File: src/logic/clkout_routing_pkg.sv
// Purpose: Shared constants and types for the reference clock and status pin routing block.
// Assumes: Byte addresses on a 32-bit Avalon-MM register port.
// Notes: Pin mode codes match the clock-output configuration codes.
`default_nettype none

package clkout_routing_pkg;

    // ==========================================================================
    // Widths
    // ==========================================================================
    localparam int unsigned SAMPLE_W = 12;
    localparam int unsigned HOLD_W = 8;
    localparam int unsigned CTRL_W = 6;
    localparam int unsigned ADDR_W = 4;
    localparam int unsigned DATA_W = 32;
    localparam int unsigned CHANNELS = 2;
    localparam int unsigned CH_C = 0;
    localparam int unsigned CH_D = 1;

    // ==========================================================================
    // Register map
    // ==========================================================================
    localparam logic [ADDR_W-1:0] ADDR_CTRL = 4'h0;
    localparam logic [ADDR_W-1:0] ADDR_THRESH = 4'h4;
    localparam logic [ADDR_W-1:0] ADDR_HOLD = 4'h8;
    localparam logic [ADDR_W-1:0] ADDR_STATUS = 4'hC;

    localparam int unsigned CTRL_OVERRIDE_BIT = 0;
    localparam int unsigned CTRL_CFG_C_LSB = 1;
    localparam int unsigned CTRL_CFG_D_LSB = 3;
    localparam int unsigned CTRL_DISABLE_BIT = 5;

    localparam int unsigned STAT_FLAG_LSB = 0;
    localparam int unsigned STAT_MODE_C_LSB = 2;
    localparam int unsigned STAT_MODE_D_LSB = 4;
    localparam int unsigned STAT_PLL_BIT = 6;

    localparam logic [CTRL_W-1:0] CTRL_RESET = 6'h00;
    localparam logic [SAMPLE_W-1:0] THRESH_RESET = 12'h800;
    localparam logic [HOLD_W-1:0] HOLD_RESET = 8'h01;
    localparam logic [DATA_W-1:0] RDATA_RESET = 32'h0000_0000;

    // ==========================================================================
    // Status pin modes
    // ==========================================================================
    typedef enum logic [1:0] {
        MODE_FLAG = 2'b00,
        MODE_DIV1 = 2'b01,
        MODE_DIV2 = 2'b10,
        MODE_DIV4 = 2'b11
    } pin_mode_t;

endpackage

`default_nettype wire

File: src/logic/ref_clock_out_routing.sv
// Purpose: Routes the synthesizer reference, its repeat output and the C/D status pins.
// Assumes: Reference inputs and samples are synchronous to ref_clk and sampled as levels.
// Notes: All outputs are registered; clock copies lag their source by one cycle.
//
// Overview of operation
// - Channel D flag high while input exceeds threshold.
// - Flags stay high for programmed minimum hold.
// - Pins low or disabled: D carries flag.
// - Any strap pin high: D undivided reference copy.
// - D halves or quarters only by register override.
// - D clocks only while C also clocks.
// - Power-down stops repeat output and pin clocks.
// - Synthesizer enable turns the synthesizer on.
// - Select high picks single-ended reference, low differential.
// - Synthesizer off: sampling uses differential input only.
// - Repeat output copies selected reference when enabled.
// - C configuration 1,2,3 gives divide 1,2,4.
//
// Design decisions made here: register access over Avalon-MM and the register addresses.
`timescale 1ns/1ps
`default_nettype none

module ref_clock_out_routing
    import clkout_routing_pkg::*;
(
    input wire logic ref_clk,
    input wire logic arst_n,
    input wire logic ce,
    input wire logic [ADDR_W-1:0] avs_address,
    input wire logic avs_read,
    input wire logic avs_write,
    input wire logic [DATA_W-1:0] avs_writedata,
    output logic [DATA_W-1:0] avs_readdata,
    output logic avs_waitrequest,
    input wire logic diff_ref_in,
    input wire logic single_ended_ref_in,
    input wire logic ref_select_pin,
    input wire logic synth_enable_pin,
    input wire logic power_down_pin,
    input wire logic [1:0] clkout_cfg_pins,
    input wire logic [SAMPLE_W-1:0] sample_c,
    input wire logic [SAMPLE_W-1:0] sample_d,
    output logic status_out_c,
    output logic status_out_d,
    output logic ref_repeat_out,
    output logic synth_active,
    output logic synth_ref_single_ended
);

    // ==========================================================================
    // State
    // ==========================================================================
    typedef struct packed {
        logic [CTRL_W-1:0] ctrl;
        logic [SAMPLE_W-1:0] overrange_threshold;
        logic [HOLD_W-1:0] overrange_min_hold;
        logic wait_req;
        logic [DATA_W-1:0] rdata;
        logic ref_prev;
        logic div2;
        logic [1:0] div4;
        pin_mode_t [CHANNELS-1:0] mode;
        logic [CHANNELS-1:0] flag;
        logic [CHANNELS-1:0][HOLD_W-1:0] hold_cnt;
        logic [CHANNELS-1:0] pin_out;
        logic ref_out;
        logic synth_on;
        logic ref_se;
    } state_t;

    state_t st;
    state_t nx;

    logic [CHANNELS-1:0][SAMPLE_W-1:0] samples;
    logic [CHANNELS-1:0] exceed;
    logic sel_ref;
    logic clocks_on;
    logic [1:0] cfg_c_eff;
    pin_mode_t [CHANNELS-1:0] target;
    logic [DATA_W-1:0] read_mux;

    assign samples = {sample_d, sample_c};

    genvar g;
    for (g = 0; g < CHANNELS; g++) begin : g_cmp
        assign exceed[g] = samples[g] > st.overrange_threshold;
    end

    // Clock level that a pin would show in the given mode, from next-cycle divider state.
    function automatic logic src_of(input pin_mode_t m, input logic r, input logic d2,
                                    input logic d4);
        case (m)
            MODE_DIV1: src_of = r;
            MODE_DIV2: src_of = d2;
            MODE_DIV4: src_of = d4;
            default: src_of = 1'b0;
        endcase
    endfunction

    // ==========================================================================
    // Routing decisions
    // ==========================================================================
    always_comb begin
        // The single-ended input can be selected only while the synthesizer is enabled.
        sel_ref = (synth_enable_pin && ref_select_pin) ? single_ended_ref_in
                                                        : diff_ref_in;
        clocks_on = synth_enable_pin && !power_down_pin;
        if (st.ctrl[CTRL_DISABLE_BIT]) begin
            cfg_c_eff = 2'b00;
        end else if (st.ctrl[CTRL_OVERRIDE_BIT]) begin
            cfg_c_eff = st.ctrl[CTRL_CFG_C_LSB +: 2];
        end else begin
            cfg_c_eff = clkout_cfg_pins;
        end
        target[CH_C] = clocks_on ? pin_mode_t'(cfg_c_eff) : MODE_FLAG;
        if (!clocks_on || cfg_c_eff == 2'b00) begin
            target[CH_D] = MODE_FLAG;
        end else if (st.ctrl[CTRL_OVERRIDE_BIT]) begin
            target[CH_D] = pin_mode_t'(st.ctrl[CTRL_CFG_D_LSB +: 2]);
        end else begin
            target[CH_D] = (clkout_cfg_pins != 2'b00) ? MODE_DIV1 : MODE_FLAG;
        end
        case (avs_address)
            ADDR_CTRL: read_mux = {{(DATA_W-CTRL_W){1'b0}}, st.ctrl};
            ADDR_THRESH: read_mux = {{(DATA_W-SAMPLE_W){1'b0}}, st.overrange_threshold};
            ADDR_HOLD: read_mux = {{(DATA_W-HOLD_W){1'b0}}, st.overrange_min_hold};
            ADDR_STATUS: begin
                read_mux = RDATA_RESET;
                read_mux[STAT_FLAG_LSB +: CHANNELS] = st.flag;
                read_mux[STAT_MODE_C_LSB +: 2] = st.mode[CH_C];
                read_mux[STAT_MODE_D_LSB +: 2] = st.mode[CH_D];
                read_mux[STAT_PLL_BIT] = st.synth_on;
            end
            default: read_mux = RDATA_RESET;
        endcase
    end

    // ==========================================================================
    // Next state
    // ==========================================================================
    always_comb begin
        nx = st;
        if (ce) begin
            // One wait cycle per access; the answer stands at the edge that ends it.
            if (st.wait_req) begin
                if (avs_read || avs_write) begin
                    nx.wait_req = 1'b0;
                    nx.rdata = read_mux;
                end
            end else begin
                nx.wait_req = 1'b1;
                if (avs_write) begin
                    case (avs_address)
                        ADDR_CTRL: nx.ctrl = avs_writedata[CTRL_W-1:0];
                        ADDR_THRESH: nx.overrange_threshold = avs_writedata[SAMPLE_W-1:0];
                        ADDR_HOLD: nx.overrange_min_hold = avs_writedata[HOLD_W-1:0];
                        default: nx.ctrl = st.ctrl;
                    endcase
                end
            end

            nx.ref_prev = sel_ref;
            if (sel_ref && !st.ref_prev) begin
                nx.div2 = !st.div2;
                nx.div4 = st.div4 + 2'b01;
            end

            for (int i = 0; i < CHANNELS; i++) begin
                if (power_down_pin) begin
                    nx.flag[i] = 1'b0;
                    nx.hold_cnt[i] = '0;
                end else if (exceed[i]) begin
                    nx.flag[i] = 1'b1;
                    nx.hold_cnt[i] = st.overrange_min_hold;
                end else if (st.hold_cnt[i] > HOLD_W'(1)) begin
                    nx.hold_cnt[i] = st.hold_cnt[i] - HOLD_W'(1);
                end else begin
                    nx.flag[i] = 1'b0;
                    nx.hold_cnt[i] = '0;
                end
            end

            // A pin changes source only while it is low and, unless it goes to the flag, the new source is low too,
            // so no shortened high or low phase ever reaches the board.
            for (int i = 0; i < CHANNELS; i++) begin
                if (target[i] != st.mode[i] && !st.pin_out[i] &&
                    (target[i] == MODE_FLAG ||
                     !src_of(target[i], sel_ref, nx.div2, nx.div4[1]))) begin
                    if (i == CH_D && target[i] != MODE_FLAG) begin
                        if (st.mode[CH_C] != MODE_FLAG) begin
                            nx.mode[i] = target[i];
                        end
                    end else if (i == CH_C && target[i] == MODE_FLAG) begin
                        if (st.mode[CH_D] == MODE_FLAG) begin
                            nx.mode[i] = target[i];
                        end
                    end else begin
                        nx.mode[i] = target[i];
                    end
                end
            end

            for (int i = 0; i < CHANNELS; i++) begin
                if (power_down_pin) begin
                    nx.pin_out[i] = 1'b0;
                end else if (nx.mode[i] == MODE_FLAG) begin
                    nx.pin_out[i] = nx.flag[i];
                end else begin
                    nx.pin_out[i] = src_of(nx.mode[i], sel_ref, nx.div2, nx.div4[1]);
                end
            end

            nx.ref_out = clocks_on && sel_ref;
            nx.synth_on = synth_enable_pin;
            nx.ref_se = synth_enable_pin && ref_select_pin;
        end
    end

    always_ff @(posedge ref_clk or negedge arst_n) begin
        if (!arst_n) begin
            st <= '0;
            st.ctrl <= CTRL_RESET;
            st.overrange_threshold <= THRESH_RESET;
            st.overrange_min_hold <= HOLD_RESET;
            st.wait_req <= 1'b1;
            st.rdata <= RDATA_RESET;
            st.mode[CH_C] <= MODE_FLAG;
            st.mode[CH_D] <= MODE_FLAG;
        end else begin
            st <= nx;
        end
    end

    assign avs_readdata = st.rdata;
    assign avs_waitrequest = st.wait_req;
    assign status_out_c = st.pin_out[CH_C];
    assign status_out_d = st.pin_out[CH_D];
    assign ref_repeat_out = st.ref_out;
    assign synth_active = st.synth_on;
    assign synth_ref_single_ended = st.ref_se;
endmodule // ref_clock_out_routing

`default_nettype wire

File: config.mk
export PLATFORM = sky130hd
export DESIGN_NAME = ref_clock_out_routing
export DESIGN_NICKNAME = d
export VERILOG_FILES = /design/src/logic/clkout_routing_pkg.sv /design/src/logic/ref_clock_out_routing.sv
export SDC_FILE = /design/constraint.sdc
export NUM_CORES = 1
export LEC_CHECK = 0
export BUFFER_PORTS_ARGS = -buffer_cell sky130_fd_sc_hd__buf_2
export CAP_MARGIN = 10
export CORE_MARGIN = 3
export CORE_UTILIZATION = 55
export CTS_CLUSTER_SIZE = 30
export DETAILED_ROUTE_END_ITERATION = 10
export MAX_ROUTING_LAYER = met4
export PLACE_DENSITY = 0.85
export SYNTH_ARGS = -nofsm -noshare
export SYNTH_HDL_FRONTEND = slang
export SYNTH_SLANG_ARGS = --single-unit
File: constraint.sdc
create_clock -name ref_clk -period 6.86 [get_ports ref_clk]
set_clock_uncertainty 0.2 [all_clocks]
set_input_delay 1.029 -clock ref_clk [delete_from_list [all_inputs] [get_ports ref_clk]]
set_output_delay 1.029 -clock ref_clk [all_outputs]
set_load 0.005 [all_outputs]
==> results of run 1 <==
registers in the layout (all words and copies together) (netlist names):
name,flops
status_out_c,1
avs_waitrequest,1
synth_ref_single_ended,1
st,52
status_out_d,1
synth_active,1
avs_readdata,12
ref_repeat_out,1
logic make-up (layout without fill, tap and decap cells):
kind of cell | after synthesis | count (layout) | synth area share [%]
muxes | 36 | 36 | 9.33
and+or+nand+nor | 126 | 126 | 14.1
AOI/OAI and AO/OA | 135 | 135 | 20.2
buffers and inverters | 76 | 115 | 8.85
other | 1 | 20 | 0.0802
adders and majority gates | 28 | 28 | 7.49
DFF | 70 | 70 | 37.5
xor gates and xnor gates | 13 | 13 | 2.43
path summary, 6_finish.rpt:
path	start	endpoint	depth (start not counted)
worst max-delay path	synth_enable_pin	status_out_d$_DFFE_PN0P_	9
worst min-delay path	avs_readdata[3]$_DFFE_PN0P_	avs_readdata[3]$_DFFE_PN0P_	2
worst max register to register	st[84]$_DFFE_PN0P_	status_out_d$_DFFE_PN0P_	8
worst min register to register	avs_readdata[3]$_DFFE_PN0P_	avs_readdata[3]$_DFFE_PN0P_	2
max in group asynchronous	arst_n	st[77]$_DFFE_PN0P_	2
min in group asynchronous	arst_n	st[29]$_DFFE_PN0P_	2
critical path, cell delays in order:
cell and delay [ns]:
buf_2 0.21, nor3b_4 0.33, o21ai_1 0.11, a221o_1 0.40
a2111o_1 0.46, a211oi_4 0.34, mux2i_1 0.21, nand2_1 0.08
a32o_1 0.28
power groups by stage:
stage          combinational, mW  sequential, mW  clock (mW)
6_report                   0.691           0.602       0.343
5_1_grt                    0.777           0.613       0.365
4_1_cts                    0.684           0.599       0.344
3_5_place_dp               0.678           0.605           0
3_3_place_gp               0.643           0.599           0
2_1_floorplan              0.546           0.569           0
area by class of cell:
class	count	area share (%)
multi-input combinational	358	50.2
sequential	70	34.2
timing repair buffer	73	7.30
clock buffer	11	2.75
tap	105	2.56
inverter	26	1.90
clock inverter	5	1.14
metrics by stage:
| step | std cells | power, mW | hold slack [ns] | instance area, sq um |
|---|---|---|---|---|
| 4_1_cts | 648 | 1.63 | 0.292 | 5140 |
| 2_1_floorplan | 504 | 1.12 | 0.251 | 4750 |
| 3_5_place_dp | 632 | 1.28 | 0.275 | 4940 |
| 6_report | 648 | 1.64 | 0.289 | 5140 |
| 3_3_place_gp | 632 | 1.24 | 0.258 | 4940 |
| 5_1_grt | 648 | 1.75 | 0.312 | 5140 |
metal layers:
metal	up-vias	global-route usage (%)	routed length [um]
li1	1823	-	-
met1	1908	31.2	4820
met2	135	40.7	5700
met3	33	4.36	627
met4	0	10.6	348
met5	-	-	0
synth_stat cells (all sizes together), types with 4 or more instances:
cell type and instances:
a21o 9, nand4 7, o21a 5, and2 4, mux2 21, mux2i 11, nand2 31, o21ai 35
nand3 8, nor2 26, dfrtp 67, inv 26, buf 36, xnor2 10, o22ai 6, nor2b 7
nor4 5, mux4 4, o2bb2ai 12, a21oi 22, a31oi 4, nand2b 5, nor3 15, a22o 15
ha 28, clkbuf 14
==> reports/metrics.cfg, run 1 <==
[outcome]
outcome = finished clean

[global_routing]
first_global_vias = 3901
grt.overflow.total = 0
grt_pass1_wl_um = 18900
antenna_found_initial = 0
groute.usage.overall_pct = 25.2
grt_start_max_net_pins = 71

[layout]
design.final.nets = 638
final_common_cell = buf_2
final_layout_size_suffix_gt1_share_pct = 22.8
fill_cells = 682
syn_to_final_growth_pct = 9.87
final_cell_mix = buf_2 (69), dfrtp_1 (67), o21ai_0 (33)
utilization_pct = 62.2
regArea_sq_um = 1760
multi_input_area_sq_um = 2580
diodes = 0

[worst_setup_path]
worst-setup-path-type = input pin to register
crit_fanout = 12
cp.arrival_ns = 3.46
critPathLaunchType = input pin
end_kind = register
required_ns = 6.91
rrSetupSlack_ns = 3.80

[die]
top_level_ports = 110
die_w_um = 98.2
die_h_um = 98.2
start_util_pct = 56.7
core_sq_um = 8260
fp.dieArea_sq_um = 9650
num_rows = 33

[timing]
fin_ws_ns = 3.45
rsz0062_at_grt = no
finalCritPeriodShare_pct = 49.7
fmax_ghz = 0.293
fin_setup_tns_ns = 0
worst_slew_pin_slew_ns = 1.25
setup_violations = 0
slew-limit-headroom_pct = 16.3
slew_viol_final = 0
fin_crit_ns = 3.41
finalHoldViolCount = 0

[place]
dp_hpwl_um = 8600
portBuffers = 69
place_ws_ns = 3.10
gp_congestion = 0.946

[power_and_ir_drop]
intPower_uw = 997
powerDensity_nw_per_um2 = 318
switching_power_uw = 639
comb_power_share_pct = 42.2
clkPwrFrac_pct = 21.0
switching_share_pct = 39.1
pwr-share-seq_pct = 36.8
p_leak_nw = 2.52
ir_drop_mv = 0.117

[synth]
synth_edf_count = 0
yosysWarnings = 0
synth_area_leaders = dfrtp_1 (36%), ha_1 (7.5%), buf_4 (5.1%)
synth_cells = 485
synth_ff_type = dfrtp_1
synth_top_area_share_pct = 35.8
ys_async_sr_fraction_pct = 100
syn_area_sq_um = 4680
yosys.area.top_type = dfrtp_1
ys_ff_latch = 70
yosysSeqAreaShare_pct = 37.5
avgSynthCellArea_sq_um = 9.65
yosysUniqueCellTypes = 66

[clock_tree]
cts_resized = 0
clk_latency_ns = 0.36
cts_tree = done
clkTransAtPathRegs_ns = 0.08
cts-buffers-inserted = 9
cts_hold_buffers = 0
clock_sinks = 70
clockRootBuffer = clkbuf_8
cts_buffer_depth = 2
h-tree-depth = 3
post_cts_buffers = 0

[detailed_routing]
wirelength_um = 11500
antenna_left = 0
first_pass_iters = 4
wl_per_cell_um = 17.8
vias_per_cell = 6.02
drt-initial-drc-count = 234
drc = 0
vias = 3899

[flow_run]
max-cap-violations = 0

[worst_hold_path]
hold_path.class = register to register

Power figures use the tool's default switching activity.
==> run 2: changes to the inputs <==
==> constraint.sdc (replaced) <==
create_clock -name ref_clk -period 3.4 [get_ports ref_clk]
set_clock_uncertainty 0.2 [all_clocks]
set_input_delay 0.51 -clock ref_clk [delete_from_list [all_inputs] [get_ports ref_clk]]
set_output_delay 0.51 -clock ref_clk [all_outputs]
set_load 0.005 [all_outputs]
==> reports/metrics.cfg, run 2 (synthesis gave the netlist of run 1 again) <==
[outcome]
outcome = finished clean

[timing]
fin_crit_ns = 3.03
slew_viol_final = 0
fin_ws_ns = 0.375
finalCritPeriodShare_pct = 89.0
worst_hold_slack_ns = 0.155
setup_violations = 0
slew-limit-headroom_pct = 41.4
fin_setup_tns_ns = 0
finalHoldViolCount = 0
fmax_ghz = 0.331
rsz0062_at_grt = no
worst_slew_pin_slew_ns = 0.879

[place]
place_ws_ns = 0.315
gp_congestion = 0.974
dp_hpwl_um = 8910
portBuffers = 69
dp.cells = 639

[worst_setup_path]
worstPathCellList = nor3_1, or2_4, a221o_1, a2111o_1, a211oi_4, mux2i_1, nand2_1, a32o_1
slowest_stage = dfrtp_1
end_kind = register
critical_path.max_stage_delay_ns = 0.53
critPathLaunchType = register
rrSetupSlack_ns = 0.37
required_ns = 3.45
cp.arrival_ns = 3.07
reg2regPathDepth = 8
worst-setup-path-type = register to register
r2r_end = status_out_d$_DFFE_PN0P_
crit_fanout = 10
reg2reg_from = st[84]$_DFFE_PN0P_

[detailed_routing]
first_pass_iters = 5
drc = 0
antenna_left = 0
wirelength_um = 11900
drt-initial-drc-count = 290
vias_per_cell = 6.17
wl_per_cell_um = 18.1
vias = 4040

[power_and_ir_drop]
powerDensity_nw_per_um2 = 668
intPower_mw = 2.17
comb_power_share_pct = 41.3
switching_share_pct = 38.0
clkPwrFrac_pct = 24.0
switching_power_mw = 1.33
ir_drop_mv = 0.285
pwr-share-seq_pct = 34.7
p_leak_nw = 2.57

[clock_tree]
clock_sinks = 70
cts_tree = done
post_cts_buffers = 0
clk_latency_ns = 0.36
cts-buffers-inserted = 9
h-tree-depth = 3
cts_hold_buffers = 0
cts_resized = 0
cts_buffer_depth = 2
clockRootBuffer = clkbuf_8
clkTransAtPathRegs_ns = 0.09

[die]
die_h_um = 98.2
top_level_ports = 110
core_sq_um = 8260
fp.dieArea_sq_um = 9650
die_w_um = 98.2
start_util_pct = 56.7
num_rows = 33

[flow_run]
max-cap-violations = 0

[layout]
final_cell_mix = buf_2 (69), dfrtp_1 (67), o21ai_0 (33)
utilization_pct = 63.4
largest_register_ff_count = 52
final_layout_size_suffix_gt1_share_pct = 24.0
regArea_sq_um = 1760
syn_to_final_growth_pct = 12.0
design.final.nets = 645
fill_cells = 675
final_common_cell = buf_2
multi_input_area_sq_um = 2580
regMostFlops = st
final_cell_count_no_fill = 655
diodes = 0

[global_routing]
grt_pass1_wl_um = 19200
first_global_vias = 3953
grt_start_max_net_pins = 71
groute.usage.overall_pct = 25.7
grt.overflow.total = 0
antenna_found_initial = 0

[worst_hold_path]
hold_path.class = input pin to async pin

==> run 2: changes by cell type in the layout (fill, tap and decap cells not counted) <==
cell / change
buf_4: +7
clkinv_4: +1
clkinv_2: -1
clkbuf_8: -1
clkbuf_1: -1
bufinv_16: +2
==> run 2: through the flow <==
step,area [sq um],power [mW]
2_1_floorplan,4750,2.25
3_3_place_gp,4990,2.54
3_5_place_dp,4990,2.64
4_1_cts,5240,3.49
5_1_grt,5240,3.72
6_report,5240,3.50
==> run 2: worst max-delay path: cells and delay by family (launching register included) <==
kind / cells / cell delay [ns]
DFF: 1 / 0.53
and+or+nand+nor: 3 / 0.50
AOI/OAI and AO/OA: 4 / 1.44
muxes: 1 / 0.22
==> run 2: worst max-delay path by stage <==
stage | startpoint | to | slack [ns]
5_1_grt | st[84]$_DFFE_PN0P_ | status_out_d$_DFFE_PN0P_ | 0.24
4_1_cts | st[84]$_DFFE_PN0P_ | status_out_d$_DFFE_PN0P_ | 0.42
3_5_place_dp | synth_enable_pin | status_out_d$_DFFE_PN0P_ | 0.31
6_report | st[84]$_DFFE_PN0P_ | status_out_d$_DFFE_PN0P_ | 0.37
2_1_floorplan | synth_enable_pin | status_out_c$_DFFE_PN0P_ | 0.58
3_3_place_gp | synth_enable_pin | status_out_d$_DFFE_PN0P_ | 0.35
==> run 2: final cells by class <==
class,instances,share of cell area (%)
multi-input cells,358,49.2
flip-flops and latches,70,33.5
repair buffers,80,8.17
well taps,105,2.51
clock buffers,9,2.36
clock inverters,7,2.34
inverters,26,1.86
==> run 2: power by group through the flow <==
stage	registers, mW	clock network, mW	logic, mW
6_report	1.21	0.840	1.45
5_1_grt	1.24	0.885	1.60
4_1_cts	1.21	0.848	1.43
3_5_place_dp	1.22	0	1.42
3_3_place_gp	1.21	0	1.33
2_1_floorplan	1.15	0	1.10
==> run 2: per-layer routing <==
layer  share of wire (%)  global-route usage (%)
met1                  41                    30.8
met2                  50                    41.8
met3                 5.6                    5.21
met4                 2.9                    11.4
met5                   0                       -
